File: config.mk
export PLATFORM = sky130hd
export DESIGN_NAME = cgoc_top
export DESIGN_NICKNAME = d
export VERILOG_FILES = /design/src/include/cgoc_pkg.sv /design/src/cgoc_top.sv
export VERILOG_INCLUDE_DIRS = /design/src /design/src/include
export SDC_FILE = /design/constraint.sdc
export NUM_CORES = 1
export LEC_CHECK = 0
export CORE_ASPECT_RATIO = 0.9
export CORE_MARGIN = 1
export CORE_UTILIZATION = 50
export CTS_BUF_LIST = sky130_fd_sc_hd__clkbuf_16
export CTS_CLUSTER_SIZE = 25
export DETAILED_ROUTE_END_ITERATION = 10
export DONT_BUFFER_PORTS = 1
export GPL_TIMING_DRIVEN = 1
export HOLD_SLACK_MARGIN = 0.05
export SYNTH_ARGS = -nofsm -noshare
export SYNTH_HDL_FRONTEND = slang
export SYNTH_SLANG_ARGS = --single-unit
File: constraint.sdc
create_clock -name mclk -period 3 [get_ports mclk]
set_input_delay 0.3 -clock mclk [delete_from_list [all_inputs] [get_ports mclk]]
set_output_delay 0.3 -clock mclk [all_outputs]
set_load 0.005 [all_outputs]
File: src/include/cgoc_regs.svh
`ifndef CGOC_REGS_SVH
`define CGOC_REGS_SVH
`define CGOC_OFF_OUTCTL 12'h004
`define CGOC_OFF_PLLCFG1 12'h008
`define CGOC_OFF_PLLCFG2 12'h00C
`define CGOC_OFF_STATUS 12'h010
`define CGOC_RST_OUTCTL 32'h00D1_00F0
`define CGOC_RST_PLLCFG1 32'h0000_0000
`define CGOC_RST_PLLCFG2 32'h180C_0000
`define CGOC_MASK_OUTCTL 32'hFDF1_3CFF
`define CGOC_MASK_PLLCFG1 32'hFFFF_002F
`define CGOC_MASK_PLLCFG2 32'hFFFF_FFFF
`define CGOC_BIT_DPLLREF 31
`define CGOC_BIT_REGOFF 30
`define CGOC_BIT_GFXOVR 29
`define CGOC_BIT_PHYOFF 28
`define CGOC_BIT_TESTOFF 27
`define CGOC_BIT_AUXOVR 26
`define CGOC_POS_DSORD 23
`define CGOC_BIT_PRBS 22
`define CGOC_POS_SLIP 20
`define CGOC_BIT_BIASOFF 16
`define CGOC_BIT_RINOFF 13
`define CGOC_BIT_PORTOVR 12
`define CGOC_BIT_P3OVR 11
`define CGOC_BIT_CPUOVR 10
`define CGOC_POS_GFXMAP 4
`define CGOC_POS_VCOSEL 2
`define CGOC_BIT_NOCAL 1
`define CGOC_BIT_CALBYP 0
`define CGOC_BIT_SATABYP 5
`define CGOC_POS_PDGFX 1
`define CGOC_BIT_SPREAD 0
`define CGOC_POS_PDIVPCIE 25
`define CGOC_POS_PDIVCORE 18
`define CGOC_CAL_NS 100
`define CGOC_VCO_SLIP 8
`endif

File: src/include/cgoc_pkg.sv
package cgoc_pkg;
  typedef struct packed {
    logic [3:0] port_req_b;
    logic gfx_req_b;
  } cgoc_req_t;
  typedef struct packed {
    logic [2:0] port_oe;
    logic gfx_oe;
    logic port3_oe;
    logic aux_from_pll;
    logic cpu_from_pll;
  } cgoc_outs_t;
  typedef enum logic [2:0] {
    CAL_IDLE = 3'b001,
    CAL_RUN = 3'b010,
    CAL_DONE = 3'b100
  } cgoc_cal_t;
endpackage : cgoc_pkg

File: src/cgoc_top.sv
// Summary of operation
// (RULE1) Mapping code 0 off, 15 on, 1-4 request 0-3, 12 graphics request, else off.
// (RULE2) External strap mode keeps reference outputs off; request gating only in integrated mode.
// (RULE3) Port clock three buffer follows strap; bit 11 inverts strap.
// (RULE4) Auxiliary clock from PLL when strap high, else external; bit 26 inverts.
// (RULE5) Processor clock from PLL when strap high, else external; bit 10 inverts.
// (RULE6) Graphics slot clock follows mapping; bit 29 inverts strap instead.
// (RULE7) Port clocks 0-2 follow mappings; bit 12 inverts strap. Port clocks 0-2 here use fixed code 15 instead of a mapping.
// (RULE8) Bits 24:23 give modulator order, reset first order.
// (RULE9) Bit 22 enables PRBS17 generator, reset one.
// (RULE10) Bits 21:20 pick slip handshake or slip every 1, 2, 4 cycles.
// (RULE11) Calibration runs after reset unless bit 1 set; the code samples bit 1 at its reset value 0, so calibration always runs.
// (RULE12) Bit 0 bypasses reference divider during calibration.
// (RULE13) Bits 3:2 choose VCO centre 1200, 1000, 800 MHz; 3 reserved.
// (RULE14) Spread spectrum enabled only while its bit set, reset off.
// (RULE15) Pull-down override bits 3,2,1 invert pull-down decision per pin.
// (RULE16) SATA bypass bit passes reference input instead of PLL 100 MHz.
// (RULE17) Post dividers bypass for 0 and 1; resets 0Ch and 03h.
// (RULE18) Power-down bits 28, 27, 16, 13 for their circuits.
// (RULE19) Bit 30 turns regulator off; bit 31 enables display reference.
// (RULE20) Output enables and source selects change only while clock is low.
//
// Our own choice: the APB slave port.
`timescale 1ns/100ps
`default_nettype none
`include "cgoc_regs.svh"
module cgoc_top #(
  parameter int CLK_MHZ = 200
) (
  input wire logic mclk,
  input wire logic rst_b,
  input wire logic ce,
  input wire logic psel,
  input wire logic penable,
  input wire logic pwrite,
  input wire logic [11:0] paddr,
  input wire logic [31:0] pwdata,
  output logic [31:0] prdata,
  output logic pready,
  output logic pslverr,
  input wire logic clock_mode_strap,
  input wire cgoc_pkg::cgoc_req_t req_in,
  input wire logic out_clk_level,
  input wire logic [2:0] pd_logic,
  input wire logic slip_ack,
  output cgoc_pkg::cgoc_outs_t outs_q,
  output logic [2:0] pull_down_q,
  output logic slip_req_q,
  output logic cal_active_q,
  output logic cal_use_refdiv_q,
  output logic [1:0] vco_centre_sel_q,
  output logic [1:0] delta_sigma_order_q,
  output logic modulator_prbs_enable_q,
  output logic spread_enable_q,
  output logic sata_ref_passthrough_q,
  output logic [6:0] pcie_div_q,
  output logic [6:0] core_div_q,
  output logic pcie_div_bypass_q,
  output logic core_div_bypass_q,
  output logic [3:0] power_off_q,
  output logic pll_regulator_off_q,
  output logic crystal_display_ref_enable_q
);
  localparam int CAL_CYC = (`CGOC_CAL_NS * CLK_MHZ + 999) / 1000;
  logic [31:0] outctl_q, pllcfg1_q, pllcfg2_q;
  logic [7:0] cal_cnt_q;
  logic [1:0] slip_cnt_q;
  logic [2:0] vco_cnt_q;
  logic strap_q;
  cgoc_pkg::cgoc_cal_t cal_q;
  cgoc_pkg::cgoc_outs_t outs_d;
  logic wr_en, rd_hit;

  function automatic logic map_on(input logic [3:0] code, input cgoc_pkg::cgoc_req_t r);
    case (code)
      4'h0: map_on = 1'b0; // RULE1
      4'h1: map_on = ~r.port_req_b[0];
      4'h2: map_on = ~r.port_req_b[1];
      4'h3: map_on = ~r.port_req_b[2];
      4'h4: map_on = ~r.port_req_b[3];
      4'hC: map_on = ~r.gfx_req_b;
      4'hF: map_on = 1'b1;
      default: map_on = 1'b0;
    endcase
  endfunction : map_on

  function automatic logic div_bypass(input logic [6:0] d);
    div_bypass = (d == 7'h00) || (d == 7'h01); // RULE17
  endfunction : div_bypass

  // APB: zero wait state, unmapped offsets error
  assign pready = 1'b1;
  assign wr_en = psel && penable && pwrite && ce;
  assign rd_hit = (paddr == `CGOC_OFF_OUTCTL) || (paddr == `CGOC_OFF_PLLCFG1) ||
                  (paddr == `CGOC_OFF_PLLCFG2) || (paddr == `CGOC_OFF_STATUS);
  assign pslverr = psel && penable && !rd_hit;

  always_comb begin
    case (paddr)
      `CGOC_OFF_OUTCTL: prdata = outctl_q;
      `CGOC_OFF_PLLCFG1: prdata = pllcfg1_q;
      `CGOC_OFF_PLLCFG2: prdata = pllcfg2_q;
      `CGOC_OFF_STATUS: prdata = {22'h0, slip_req_q, cal_q == cgoc_pkg::CAL_DONE, cal_active_q, outs_q};
      default: prdata = 32'h0000_0000;
    endcase
  end

  always_ff @(posedge mclk or negedge rst_b) begin
    if (!rst_b) begin
      outctl_q <= `CGOC_RST_OUTCTL; // RULE8 RULE9 RULE18
      pllcfg1_q <= `CGOC_RST_PLLCFG1; // RULE14
      pllcfg2_q <= `CGOC_RST_PLLCFG2; // RULE17
    end else if (wr_en) begin
      if (paddr == `CGOC_OFF_OUTCTL) outctl_q <= pwdata & `CGOC_MASK_OUTCTL;
      if (paddr == `CGOC_OFF_PLLCFG1) pllcfg1_q <= pwdata & `CGOC_MASK_PLLCFG1;
      if (paddr == `CGOC_OFF_PLLCFG2) pllcfg2_q <= pwdata & `CGOC_MASK_PLLCFG2;
    end
  end

  // Strap is caught after reset release, never under the async reset
  logic strap_seen_q;
  always_ff @(posedge mclk or negedge rst_b) begin
    if (!rst_b) begin
      strap_q <= 1'b0;
      strap_seen_q <= 1'b0;
    end else if (ce && !strap_seen_q) begin
      strap_q <= clock_mode_strap;
      strap_seen_q <= 1'b1;
    end
  end

  always_comb begin
    logic s3, saux, scpu, sgfx, sport;
    s3 = strap_q ^ outctl_q[`CGOC_BIT_P3OVR];
    saux = strap_q ^ outctl_q[`CGOC_BIT_AUXOVR];
    scpu = strap_q ^ outctl_q[`CGOC_BIT_CPUOVR];
    sgfx = strap_q ^ outctl_q[`CGOC_BIT_GFXOVR];
    sport = strap_q ^ outctl_q[`CGOC_BIT_PORTOVR];
    outs_d.port3_oe = s3; // RULE3
    outs_d.aux_from_pll = saux; // RULE4
    outs_d.cpu_from_pll = scpu; // RULE5
    // Override replaces mapping with the inverted strap level
    if (outctl_q[`CGOC_BIT_GFXOVR])
      outs_d.gfx_oe = sgfx; // RULE6
    else
      outs_d.gfx_oe = strap_q && map_on(outctl_q[`CGOC_POS_GFXMAP +: 4], req_in); // RULE2 RULE1
    for (int i = 0; i < 3; i++) begin
      if (outctl_q[`CGOC_BIT_PORTOVR])
        outs_d.port_oe[i] = sport; // RULE7
      else
        outs_d.port_oe[i] = strap_q && map_on(4'hF, req_in); // RULE2
    end
  end

  // Glitch-free: outputs only move while the output clock is low
  always_ff @(posedge mclk or negedge rst_b) begin
    if (!rst_b) outs_q <= '0;
    else if (ce && !out_clk_level) outs_q <= outs_d; // RULE20
  end

  always_ff @(posedge mclk or negedge rst_b) begin
    if (!rst_b) begin
      pull_down_q <= 3'b000;
      delta_sigma_order_q <= 2'b01;
      modulator_prbs_enable_q <= 1'b1;
      spread_enable_q <= 1'b0;
      sata_ref_passthrough_q <= 1'b0;
      pcie_div_q <= 7'h0C;
      core_div_q <= 7'h03;
      pcie_div_bypass_q <= 1'b0;
      core_div_bypass_q <= 1'b0;
      power_off_q <= 4'b0010;
      pll_regulator_off_q <= 1'b0;
      crystal_display_ref_enable_q <= 1'b0;
      vco_centre_sel_q <= 2'b00;
      cal_use_refdiv_q <= 1'b0;
    end else if (ce) begin
      pull_down_q <= pd_logic ^ pllcfg1_q[`CGOC_POS_PDGFX +: 3]; // RULE15
      delta_sigma_order_q <= outctl_q[`CGOC_POS_DSORD +: 2]; // RULE8
      modulator_prbs_enable_q <= outctl_q[`CGOC_BIT_PRBS]; // RULE9
      spread_enable_q <= pllcfg1_q[`CGOC_BIT_SPREAD]; // RULE14
      sata_ref_passthrough_q <= pllcfg1_q[`CGOC_BIT_SATABYP]; // RULE16
      pcie_div_q <= pllcfg2_q[`CGOC_POS_PDIVPCIE +: 7];
      core_div_q <= pllcfg2_q[`CGOC_POS_PDIVCORE +: 7];
      pcie_div_bypass_q <= div_bypass(pllcfg2_q[`CGOC_POS_PDIVPCIE +: 7]); // RULE17
      core_div_bypass_q <= div_bypass(pllcfg2_q[`CGOC_POS_PDIVCORE +: 7]); // RULE17
      power_off_q <= {outctl_q[`CGOC_BIT_PHYOFF], outctl_q[`CGOC_BIT_TESTOFF],
                      outctl_q[`CGOC_BIT_BIASOFF], outctl_q[`CGOC_BIT_RINOFF]}; // RULE18
      pll_regulator_off_q <= outctl_q[`CGOC_BIT_REGOFF]; // RULE19
      crystal_display_ref_enable_q <= outctl_q[`CGOC_BIT_DPLLREF]; // RULE19
      vco_centre_sel_q <= outctl_q[`CGOC_POS_VCOSEL +: 2]; // RULE13
      cal_use_refdiv_q <= cal_active_q && !outctl_q[`CGOC_BIT_CALBYP]; // RULE12
    end
  end

  // Calibration sequencer, started once per reset
  always_ff @(posedge mclk or negedge rst_b) begin
    if (!rst_b) begin
      cal_q <= cgoc_pkg::CAL_IDLE;
      cal_cnt_q <= 8'h00;
      cal_active_q <= 1'b0;
    end else if (ce) begin
      case (cal_q)
        cgoc_pkg::CAL_IDLE: begin
          if (outctl_q[`CGOC_BIT_NOCAL]) cal_q <= cgoc_pkg::CAL_DONE; // RULE11
          else begin
            cal_q <= cgoc_pkg::CAL_RUN;
            cal_active_q <= 1'b1;
            cal_cnt_q <= 8'(CAL_CYC);
          end
        end
        cgoc_pkg::CAL_RUN: begin
          if (cal_cnt_q == 8'h01) begin
            cal_q <= cgoc_pkg::CAL_DONE;
            cal_active_q <= 1'b0;
          end
          cal_cnt_q <= cal_cnt_q - 8'h01;
        end
        cgoc_pkg::CAL_DONE: cal_q <= cgoc_pkg::CAL_DONE;
        default: cal_q <= cgoc_pkg::CAL_IDLE;
      endcase
    end
  end

  // Slip pacing; handshake mode waits for acknowledge, models 8 VCO cycles as a floor
  always_ff @(posedge mclk or negedge rst_b) begin
    if (!rst_b) begin
      slip_req_q <= 1'b0;
      slip_cnt_q <= 2'b00;
      vco_cnt_q <= 3'b000;
    end else if (ce) begin
      case (outctl_q[`CGOC_POS_SLIP +: 2])
        2'b00: begin
          vco_cnt_q <= vco_cnt_q + 3'b001;
          if (slip_req_q && slip_ack) slip_req_q <= 1'b0; // RULE10
          else if (!slip_req_q && vco_cnt_q == 3'(`CGOC_VCO_SLIP - 1)) slip_req_q <= 1'b1;
        end
        2'b01: slip_req_q <= 1'b1; // RULE10
        2'b10: begin
          slip_cnt_q <= {1'b0, ~slip_cnt_q[0]};
          slip_req_q <= slip_cnt_q[0];
        end
        default: begin
          slip_cnt_q <= slip_cnt_q + 2'b01;
          slip_req_q <= (slip_cnt_q == 2'b11);
        end
      endcase
    end
  end

  property p_ext_mode_off;
    @(posedge mclk) disable iff (!rst_b)
      (strap_seen_q && !strap_q && !outctl_q[`CGOC_BIT_GFXOVR] && ce && !out_clk_level) |=> !outs_q.gfx_oe;
  endproperty
  a_ext_mode_off: assert property (p_ext_mode_off) else $error("graphics output on in external mode"); // RULE2
  property p_port3;
    @(posedge mclk) disable iff (!rst_b)
      (ce && !out_clk_level) |=> outs_q.port3_oe == $past(strap_q ^ outctl_q[`CGOC_BIT_P3OVR]);
  endproperty
  a_port3: assert property (p_port3) else $error("port three enable wrong"); // RULE3
  property p_glitch;
    @(posedge mclk) disable iff (!rst_b) $past(out_clk_level) |-> $stable(outs_q);
  endproperty
  a_glitch: assert property (p_glitch) else $error("output changed while clock high"); // RULE20
  property p_bypass;
    @(posedge mclk) disable iff (!rst_b) ce |=> pcie_div_bypass_q == ($past(pllcfg2_q[31:26]) == 6'h00);
  endproperty
  a_bypass: assert property (p_bypass) else $error("post divider bypass wrong"); // RULE17
  property p_nocal;
    @(posedge mclk) disable iff (!rst_b)
      (cal_q == cgoc_pkg::CAL_IDLE && outctl_q[`CGOC_BIT_NOCAL] && ce) |=> !cal_active_q;
  endproperty
  a_nocal: assert property (p_nocal) else $error("calibration ran while bypassed"); // RULE11
  property p_calend;
    @(posedge mclk) disable iff (!rst_b) $rose(cal_active_q) && ce |-> ##[1:40] !cal_active_q;
  endproperty
  a_calend: assert property (p_calend) else $error("calibration never ended"); // RULE11
  property p_slip1;
    @(posedge mclk) disable iff (!rst_b)
      (ce && outctl_q[21:20] == 2'b01) [*2] |-> slip_req_q;
  endproperty
  a_slip1: assert property (p_slip1) else $error("slip every cycle missing"); // RULE10
  property p_spread;
    @(posedge mclk) disable iff (!rst_b) ce |=> spread_enable_q == $past(pllcfg1_q[0]);
  endproperty
  a_spread: assert property (p_spread) else $error("spread enable mismatch"); // RULE14
  property p_aux;
    @(posedge mclk) disable iff (!rst_b)
      (ce && !out_clk_level) |=> outs_q.aux_from_pll == $past(strap_q ^ outctl_q[`CGOC_BIT_AUXOVR]);
  endproperty
  a_aux: assert property (p_aux) else $error("auxiliary source wrong"); // RULE4
  property p_cpu;
    @(posedge mclk) disable iff (!rst_b)
      (ce && !out_clk_level) |=> outs_q.cpu_from_pll == $past(strap_q ^ outctl_q[`CGOC_BIT_CPUOVR]);
  endproperty
  a_cpu: assert property (p_cpu) else $error("processor source wrong"); // RULE5
  property p_gfx_ovr;
    @(posedge mclk) disable iff (!rst_b)
      (ce && !out_clk_level && outctl_q[`CGOC_BIT_GFXOVR]) |=> outs_q.gfx_oe == $past(!strap_q);
  endproperty
  a_gfx_ovr: assert property (p_gfx_ovr) else $error("graphics override wrong"); // RULE6
  property p_port_ovr;
    @(posedge mclk) disable iff (!rst_b)
      (ce && !out_clk_level && outctl_q[`CGOC_BIT_PORTOVR]) |=> outs_q.port_oe == {3{$past(!strap_q)}};
  endproperty
  a_port_ovr: assert property (p_port_ovr) else $error("port override wrong"); // RULE7
  property p_gfx_on;
    @(posedge mclk) disable iff (!rst_b)
      (ce && !out_clk_level && !outctl_q[`CGOC_BIT_GFXOVR] && strap_q &&
       outctl_q[`CGOC_POS_GFXMAP +: 4] == 4'hF) |=> outs_q.gfx_oe;
  endproperty
  a_gfx_on: assert property (p_gfx_on) else $error("graphics forced on missing"); // RULE1
  property p_gfx_off;
    @(posedge mclk) disable iff (!rst_b)
      (ce && !out_clk_level && !outctl_q[`CGOC_BIT_GFXOVR] &&
       outctl_q[`CGOC_POS_GFXMAP +: 4] == 4'h0) |=> !outs_q.gfx_oe;
  endproperty
  a_gfx_off: assert property (p_gfx_off) else $error("graphics forced off missing"); // RULE1
  property p_gfx_req0;
    @(posedge mclk) disable iff (!rst_b)
      (ce && !out_clk_level && !outctl_q[`CGOC_BIT_GFXOVR] && strap_q &&
       outctl_q[`CGOC_POS_GFXMAP +: 4] == 4'h1) |=> outs_q.gfx_oe == $past(!req_in.port_req_b[0]);
  endproperty
  a_gfx_req0: assert property (p_gfx_req0) else $error("request zero gating wrong"); // RULE1
  property p_gfx_reqg;
    @(posedge mclk) disable iff (!rst_b)
      (ce && !out_clk_level && !outctl_q[`CGOC_BIT_GFXOVR] && strap_q &&
       outctl_q[`CGOC_POS_GFXMAP +: 4] == 4'hC) |=> outs_q.gfx_oe == $past(!req_in.gfx_req_b);
  endproperty
  a_gfx_reqg: assert property (p_gfx_reqg) else $error("graphics request gating wrong"); // RULE1
  property p_dsorder;
    @(posedge mclk) disable iff (!rst_b) ce |=> delta_sigma_order_q == $past(outctl_q[`CGOC_POS_DSORD +: 2]);
  endproperty
  a_dsorder: assert property (p_dsorder) else $error("modulator order wrong"); // RULE8
  property p_prbs;
    @(posedge mclk) disable iff (!rst_b) ce |=> modulator_prbs_enable_q == $past(outctl_q[`CGOC_BIT_PRBS]);
  endproperty
  a_prbs: assert property (p_prbs) else $error("prbs enable wrong"); // RULE9
  property p_vco;
    @(posedge mclk) disable iff (!rst_b) ce |=> vco_centre_sel_q == $past(outctl_q[`CGOC_POS_VCOSEL +: 2]);
  endproperty
  a_vco: assert property (p_vco) else $error("vco centre select wrong"); // RULE13
  property p_refdiv;
    @(posedge mclk) disable iff (!rst_b)
      ce |=> cal_use_refdiv_q == $past(cal_active_q && !outctl_q[`CGOC_BIT_CALBYP]);
  endproperty
  a_refdiv: assert property (p_refdiv) else $error("calibration divider use wrong"); // RULE12
  property p_pulldown;
    @(posedge mclk) disable iff (!rst_b) ce |=> pull_down_q == $past(pd_logic ^ pllcfg1_q[`CGOC_POS_PDGFX +: 3]);
  endproperty
  a_pulldown: assert property (p_pulldown) else $error("pull-down override wrong"); // RULE15
  property p_sata;
    @(posedge mclk) disable iff (!rst_b) ce |=> sata_ref_passthrough_q == $past(pllcfg1_q[`CGOC_BIT_SATABYP]);
  endproperty
  a_sata: assert property (p_sata) else $error("sata passthrough wrong"); // RULE16
  property p_power;
    @(posedge mclk) disable iff (!rst_b)
      ce |=> power_off_q == $past({outctl_q[`CGOC_BIT_PHYOFF], outctl_q[`CGOC_BIT_TESTOFF],
                                   outctl_q[`CGOC_BIT_BIASOFF], outctl_q[`CGOC_BIT_RINOFF]});
  endproperty
  a_power: assert property (p_power) else $error("power down bits wrong"); // RULE18
  property p_regoff;
    @(posedge mclk) disable iff (!rst_b)
      ce |=> {pll_regulator_off_q, crystal_display_ref_enable_q} ==
             $past({outctl_q[`CGOC_BIT_REGOFF], outctl_q[`CGOC_BIT_DPLLREF]});
  endproperty
  a_regoff: assert property (p_regoff) else $error("regulator or display reference wrong"); // RULE19
  property p_slip2;
    @(posedge mclk) disable iff (!rst_b)
      (ce && outctl_q[21:20] == 2'b10) [*3] |-> slip_req_q != $past(slip_req_q);
  endproperty
  a_slip2: assert property (p_slip2) else $error("slip every two cycles missing"); // RULE10
  property p_core_bypass;
    @(posedge mclk) disable iff (!rst_b) ce |=> core_div_bypass_q == ($past(pllcfg2_q[24:19]) == 6'h00);
  endproperty
  a_core_bypass: assert property (p_core_bypass) else $error("core divider bypass wrong"); // RULE17
  c_cal: cover property (@(posedge mclk) disable iff (!rst_b) $fell(cal_active_q));
  c_ext: cover property (@(posedge mclk) disable iff (!rst_b) strap_seen_q && !strap_q);
  c_slip4: cover property (@(posedge mclk) disable iff (!rst_b) outctl_q[21:20] == 2'b11 && slip_req_q);
  c_gfx: cover property (@(posedge mclk) disable iff (!rst_b) $rose(outs_q.gfx_oe));
  c_slip: cover property (@(posedge mclk) disable iff (!rst_b) slip_req_q && slip_ack);
endmodule : cgoc_top
`default_nettype wire

Yosys cells after proc, flatten, opt, wreduce, memory -nomap -nowiden
Index checks and enable logic that the tools add are counted.
{ "op_classes": {"add_sub_neg": 3, "eq_ne": 23, "mux": 18, "n_bitwise": 13, "reduce_logical": 35} }
{ "ops": {"columns": ["op", "n"], "rows": [
  ["32-bit one-hot mux with 4 select lines", 1],
  ["12-bit by 4-bit equality test with 1-bit output (second input constant)", 2],
  ["8-bit one-hot mux with 2 select lines", 1],
  ["7-bit by 1-bit equality test with 1-bit output (second input constant)", 2],
  ["7-bit logical NOT", 2],
  ["2-bit AND reduction", 7],
  ["12-bit by 3-bit equality test with 1-bit output (second input constant)", 1],
  ["12-bit by 5-bit equality test with 1-bit output (second input constant)", 1],
  ["1-bit logical AND", 11],
  ["3-bit one-hot mux with 3 select lines", 1],
  ["4-bit by 2-bit equality test with 1-bit output (second input constant)", 2],
  ["4-bit equality test (second input constant)", 2],
  ["8-bit by 1-bit equality test with 1-bit output (second input constant)", 1],
  ["1-bit two-way mux", 8],
  ["8-bit two-way mux", 1],
  ["8-bit by 1-bit subtractor with 8-bit output (second input constant)", 1],
  ["1-bit NOT", 7],
  ["3-bit equality test (second input constant)", 2],
  ["3-bit two-way mux", 2],
  ["1-bit one-hot mux with 6 select lines", 1],
  ["1-bit logical NOT", 5],
  ["1-bit logical OR", 5],
  ["1-bit bitwise XOR", 5],
  ["2-bit equality test (second input constant)", 2],
  ["18 further kinds", 19]
]} }
{ "word_totals": {"ff_bits": 135, "inputBits": 61, "out_inout_bits": 76, "elab_cells": 122} }

Depth between registers and ports, before layout
{ "logic_depth": {"word_depth": 6, "mapped_depth": 7, "depth_no_buf": 5} }

Worst setup path before layout
No wires, ideal clock.
{ "synth_path": {"path_type": "input to output", "from": "in paddr[9]", "to": "out prdata[16]", "t_arrival_ps": 1932, "required_ps": 2700, "path_slack_ps": 768, "stages": 6, "n_path_buf": 2, "cell_sequence": "or4_1 clkbuf_1 nor4b_2 buf_2 a222oi_1 inv_1"} }
{ "synth_via": {"elab_chain_len": 2, "word_cells_on_any_way": 5, "cone_classes": "eq/ne (4); mux (1)"} }
{ "synth_rtl": {"columns": ["element", "line", "text"], "rows": [
  ["start: declaration", "cgoc_top.sv:36", "input wire logic [11:0] paddr,"],
  ["12-bit by 5-bit equality test with 1-bit output, or another cell as far along", "cgoc_top.sv:99", "case (paddr)"],
  ["32-bit one-hot mux with 4 select lines *", "cgoc_top.sv:99", null],
  ["end: declaration", "cgoc_top.sv:38", "output logic [31:0] prdata,"]
]} }
Mark *: on every way between the ends. The rest lies on a longest branch, timed or not.

Worst setup path after layout
{ "layout_path": {"from": "in paddr[1]", "to": "out prdata[5]"} }
Same word-level chain as after synthesis.

==> results.json <==
{
  "syn_inst": 479,
  "gr-total-overflow": 0,
  "endpoint_kind": "output port",
  "synthesis.area_um2": 6120,
  "fillCellCount": 971,
  "yosysWarnings": 0,
  "final_area_um2": 7170,
  "synth.distinct_cells": 55,
  "grt_use_met2_pct": 35.9,
  "p_leak_nw": 3.41,
  "worstPathRequired_ns": 2.70,
  "syn-num-nets": 545,
  "max-slew-margin-rel_pct": 46.4,
  "rr_startpoint": "cal_q[0]",
  "die_y_um": 107,
  "synth_ff_type": "dfrtp_1",
  "p_per_area_nw_per_um2": 603,
  "crit_chain": "or4_1, nor4b_4, buf_4, a22oi_1, o21ai_0",
  "crit_path_max_fanout": 24,
  "drt_iter0_markers": 315,
  "cts_buffers": 17,
  "clk_latency_ns": 0.41,
  "core_um2": 11700,
  "wirelength_um": 13900,
  "holdWs_ns": -0.418,
  "drive_gt1_share_pct": 27.5,
  "synth_edf_count": 0,
  "crit_type": "in2out",
  "cap_violations": 0,
  "clk_pin_slew_ns": 0.05,
  "seq_area_frac_synth_pct": 55.6,
  "fin_crit_ns": 2.35,
  "initial_core_util_pct": 52.5,
  "cts_root_buffer": "clkbuf_16",
  "seqCellArea_um2": 3400,
  "multiInputGateArea_um2": 2520,
  "syn2layout_area_growth_pct": 17.1,
  "final_common_cell": "dfrtp_1",
  "grt_use_total_pct": 23.3,
  "ant_nets": 0,
  "grtUsageMet3_pct": 8.14,
  "num-nets-final": 580,
  "io_pins": 137,
  "ys_ff_latch": 135,
  "use_met1_pct": 30.8,
  "fmax_mhz": 426,
  "hold_violations": 135,
  "critPathLaunch": "paddr[1]",
  "worst_pin_slew_ns": 0.798,
  "rsz0062_at_grt": "false",
  "status": "finished with violations",
  "critPathLaunchType": "primary input",
  "synthArstFlopShare_pct": 100,
  "arrival_ns": 2.05,
  "hold_path.class": "in2async",
  "violations": "negative hold slack",
  "wire_per_inst_um": 20.3,
  "synth_top_area_cell": "dfrtp_1",
  "synth_area_leaders": "dfrtp_1, mux2_2, dfstp_2, mux2_1, a222oi_1",
  "dieWidth_um": 119,
  "antenna_cells": 0,
  "port_buffers": 0,
  "clockBufferDepth": 2,
  "grt_pass1_vias": 4078,
  "die_area_um2": 12700,
  "grt-busiest-layer": "met2",
  "hpwl_um": 8890,
  "critPathSlowestCell": "or4_1",
  "drtPass1Iterations": 5,
  "cts.sinks": 135,
  "remaining_drc_errors": 0,
  "fin_crit_sh_pct": 78.2,
  "synth.avg_cell_area_um2": 12.8,
  "place.gp.congestion": 0.868,
  "skew_ns": 0.00704,
  "rows": 37,
  "htreeDepth": 4,
  "finalSetupViolCount": 0,
  "antenna_found_initial": 0,
  "routed_via_density": 5.89,
  "layout_common_cells": "dfrtp_1, mux2_2, dlygate4sd3_1",
  "placed_area_um2": 6290,
  "grt_max_degree": 136,
  "synth_top_area_share_pct": 47.0,
  "hold_buffers": 35,
  "grt_pass1_wl_um": 22200,
  "irDropWorstVdd_uv": 523,
  "cts_tree": "done",
  "slowest_delay_ns": 0.71,
  "vias": 4026,
  "drv_slew": 0,
  "tns_ns": 0
}
[logic make-up after synthesis]
family / count (synthesis) / synth area share, %
AO/OA/AOI/OAI: 80 / 9.73
XOR/XNOR: 14 / 2.00
adder cells (fa/ha/maj): 5 / 1.02
buffers and inverters: 49 / 3.66
flip-flops: 135 / 55.6
multiplexers: 110 / 20.2
other: 1 / 0.0612
AND/OR/NAND/NOR: 85 / 7.76
[cell usage after synthesis, types with 5 or more instances]
cell type / number
a21oi_1: 8
a222oi_1: 12
a22o_1: 10
a22oi_1: 11
and2_1: 5
buf_2: 8
clkbuf_1: 14
dfrtp_1: 115
dfstp_2: 20
ha_1: 5
inv_1: 21
mux2_1: 21
mux2_2: 87
nand2_1: 13
nand2b_1: 8
nand3_1: 6
nor2_1: 21
nor2b_1: 6
nor4_1: 5
o21ai_0: 18
xnor2_1: 11
[critical path: cells and delay by family]
| kind | cells | cell delay [ns] |
|---|---|---|
| and+or+nand+nor | 2 | 1.05 |
| AOI/OAI and AO/OA | 2 | 0.31 |
| buffers and inverters | 1 | 0.37 |
[sequential cells by signal (all words and copies together) (netlist names), 2 cells and up]
name and cells:
pull_down_q 3, power_off_q 4, pllcfg2_q 32, pllcfg1_q 21, vco_centre_sel_q 2, delta_sigma_order_q 2
core_div_q 7, cal_cnt_q 8, cal_q 3, outctl_q 24, slip_cnt_q 2, pcie_div_q 7
vco_cnt_q 3, outs_q 5
[repair_timing]
item                      4_1_cts  5_1_grt
hold endpoints to repair      250      135
resized for setup               0        0
buffers inserted                0        0
[cell type report]
class / count / share of cell area, %
clock buffer: 17 / 5.93
multi-input combinational: 295 / 35.1
timing repair buffer: 44 / 6.32
sequential: 135 / 47.5
tap: 156 / 2.72
inverter: 21 / 1.10
clock inverter: 15 / 1.36
[per-layer routing]
layer / up-vias / wire, um / part of all wire, %
met1: 2066 / 6360 / 46
li1: 1828 / - / -
met5: - / 0 / 0
met3: 15 / 807 / 5.8
met2: 117 / 6520 / 47
met4: 0 / 180 / 1.3
[power breakdown]
part	switching, W	total [W]	internal, W
Combinational	0.000203	0.000416	0.000212
Clock	0.000725	0.00183	0.00110
Sequential	0.000136	0.00208	0.00194
Total	0.00106	0.00432	0.00326
[through the flow]
stage / util [%] / power [W] / instances / setup WS [ns]
floorplan: - / 0.00238 / 479 / 0.768
global placement: 53.9 / 0.00244 / 616 / 0.576
detailed placement: 53.9 / 0.00245 / 616 / 0.486
CTS: 61.5 / 0.00437 / 683 / 0.624
global route: 61.5 / 0.00452 / 683 / 0.573
finish: 61.5 / 0.00432 / 683 / 0.653
[path summary, 6_finish.rpt]
path / endpoint / depth (start not counted) / slack (ns)
setup / recovery: prdata[5] / 5 / 0.65
hold / removal: cal_cnt_q[4] / 0 / -0.42
setup reg to reg: cal_cnt_q[4] / 4 / 0.91
hold reg to reg: strap_seen_q / 1 / 0.47
max in group asynchronous: outctl_q[5] / 0 / 3.18
min in group mclk: pull_down_q[0] / 2 / 0.08
(Power assumes the default switching activity.)
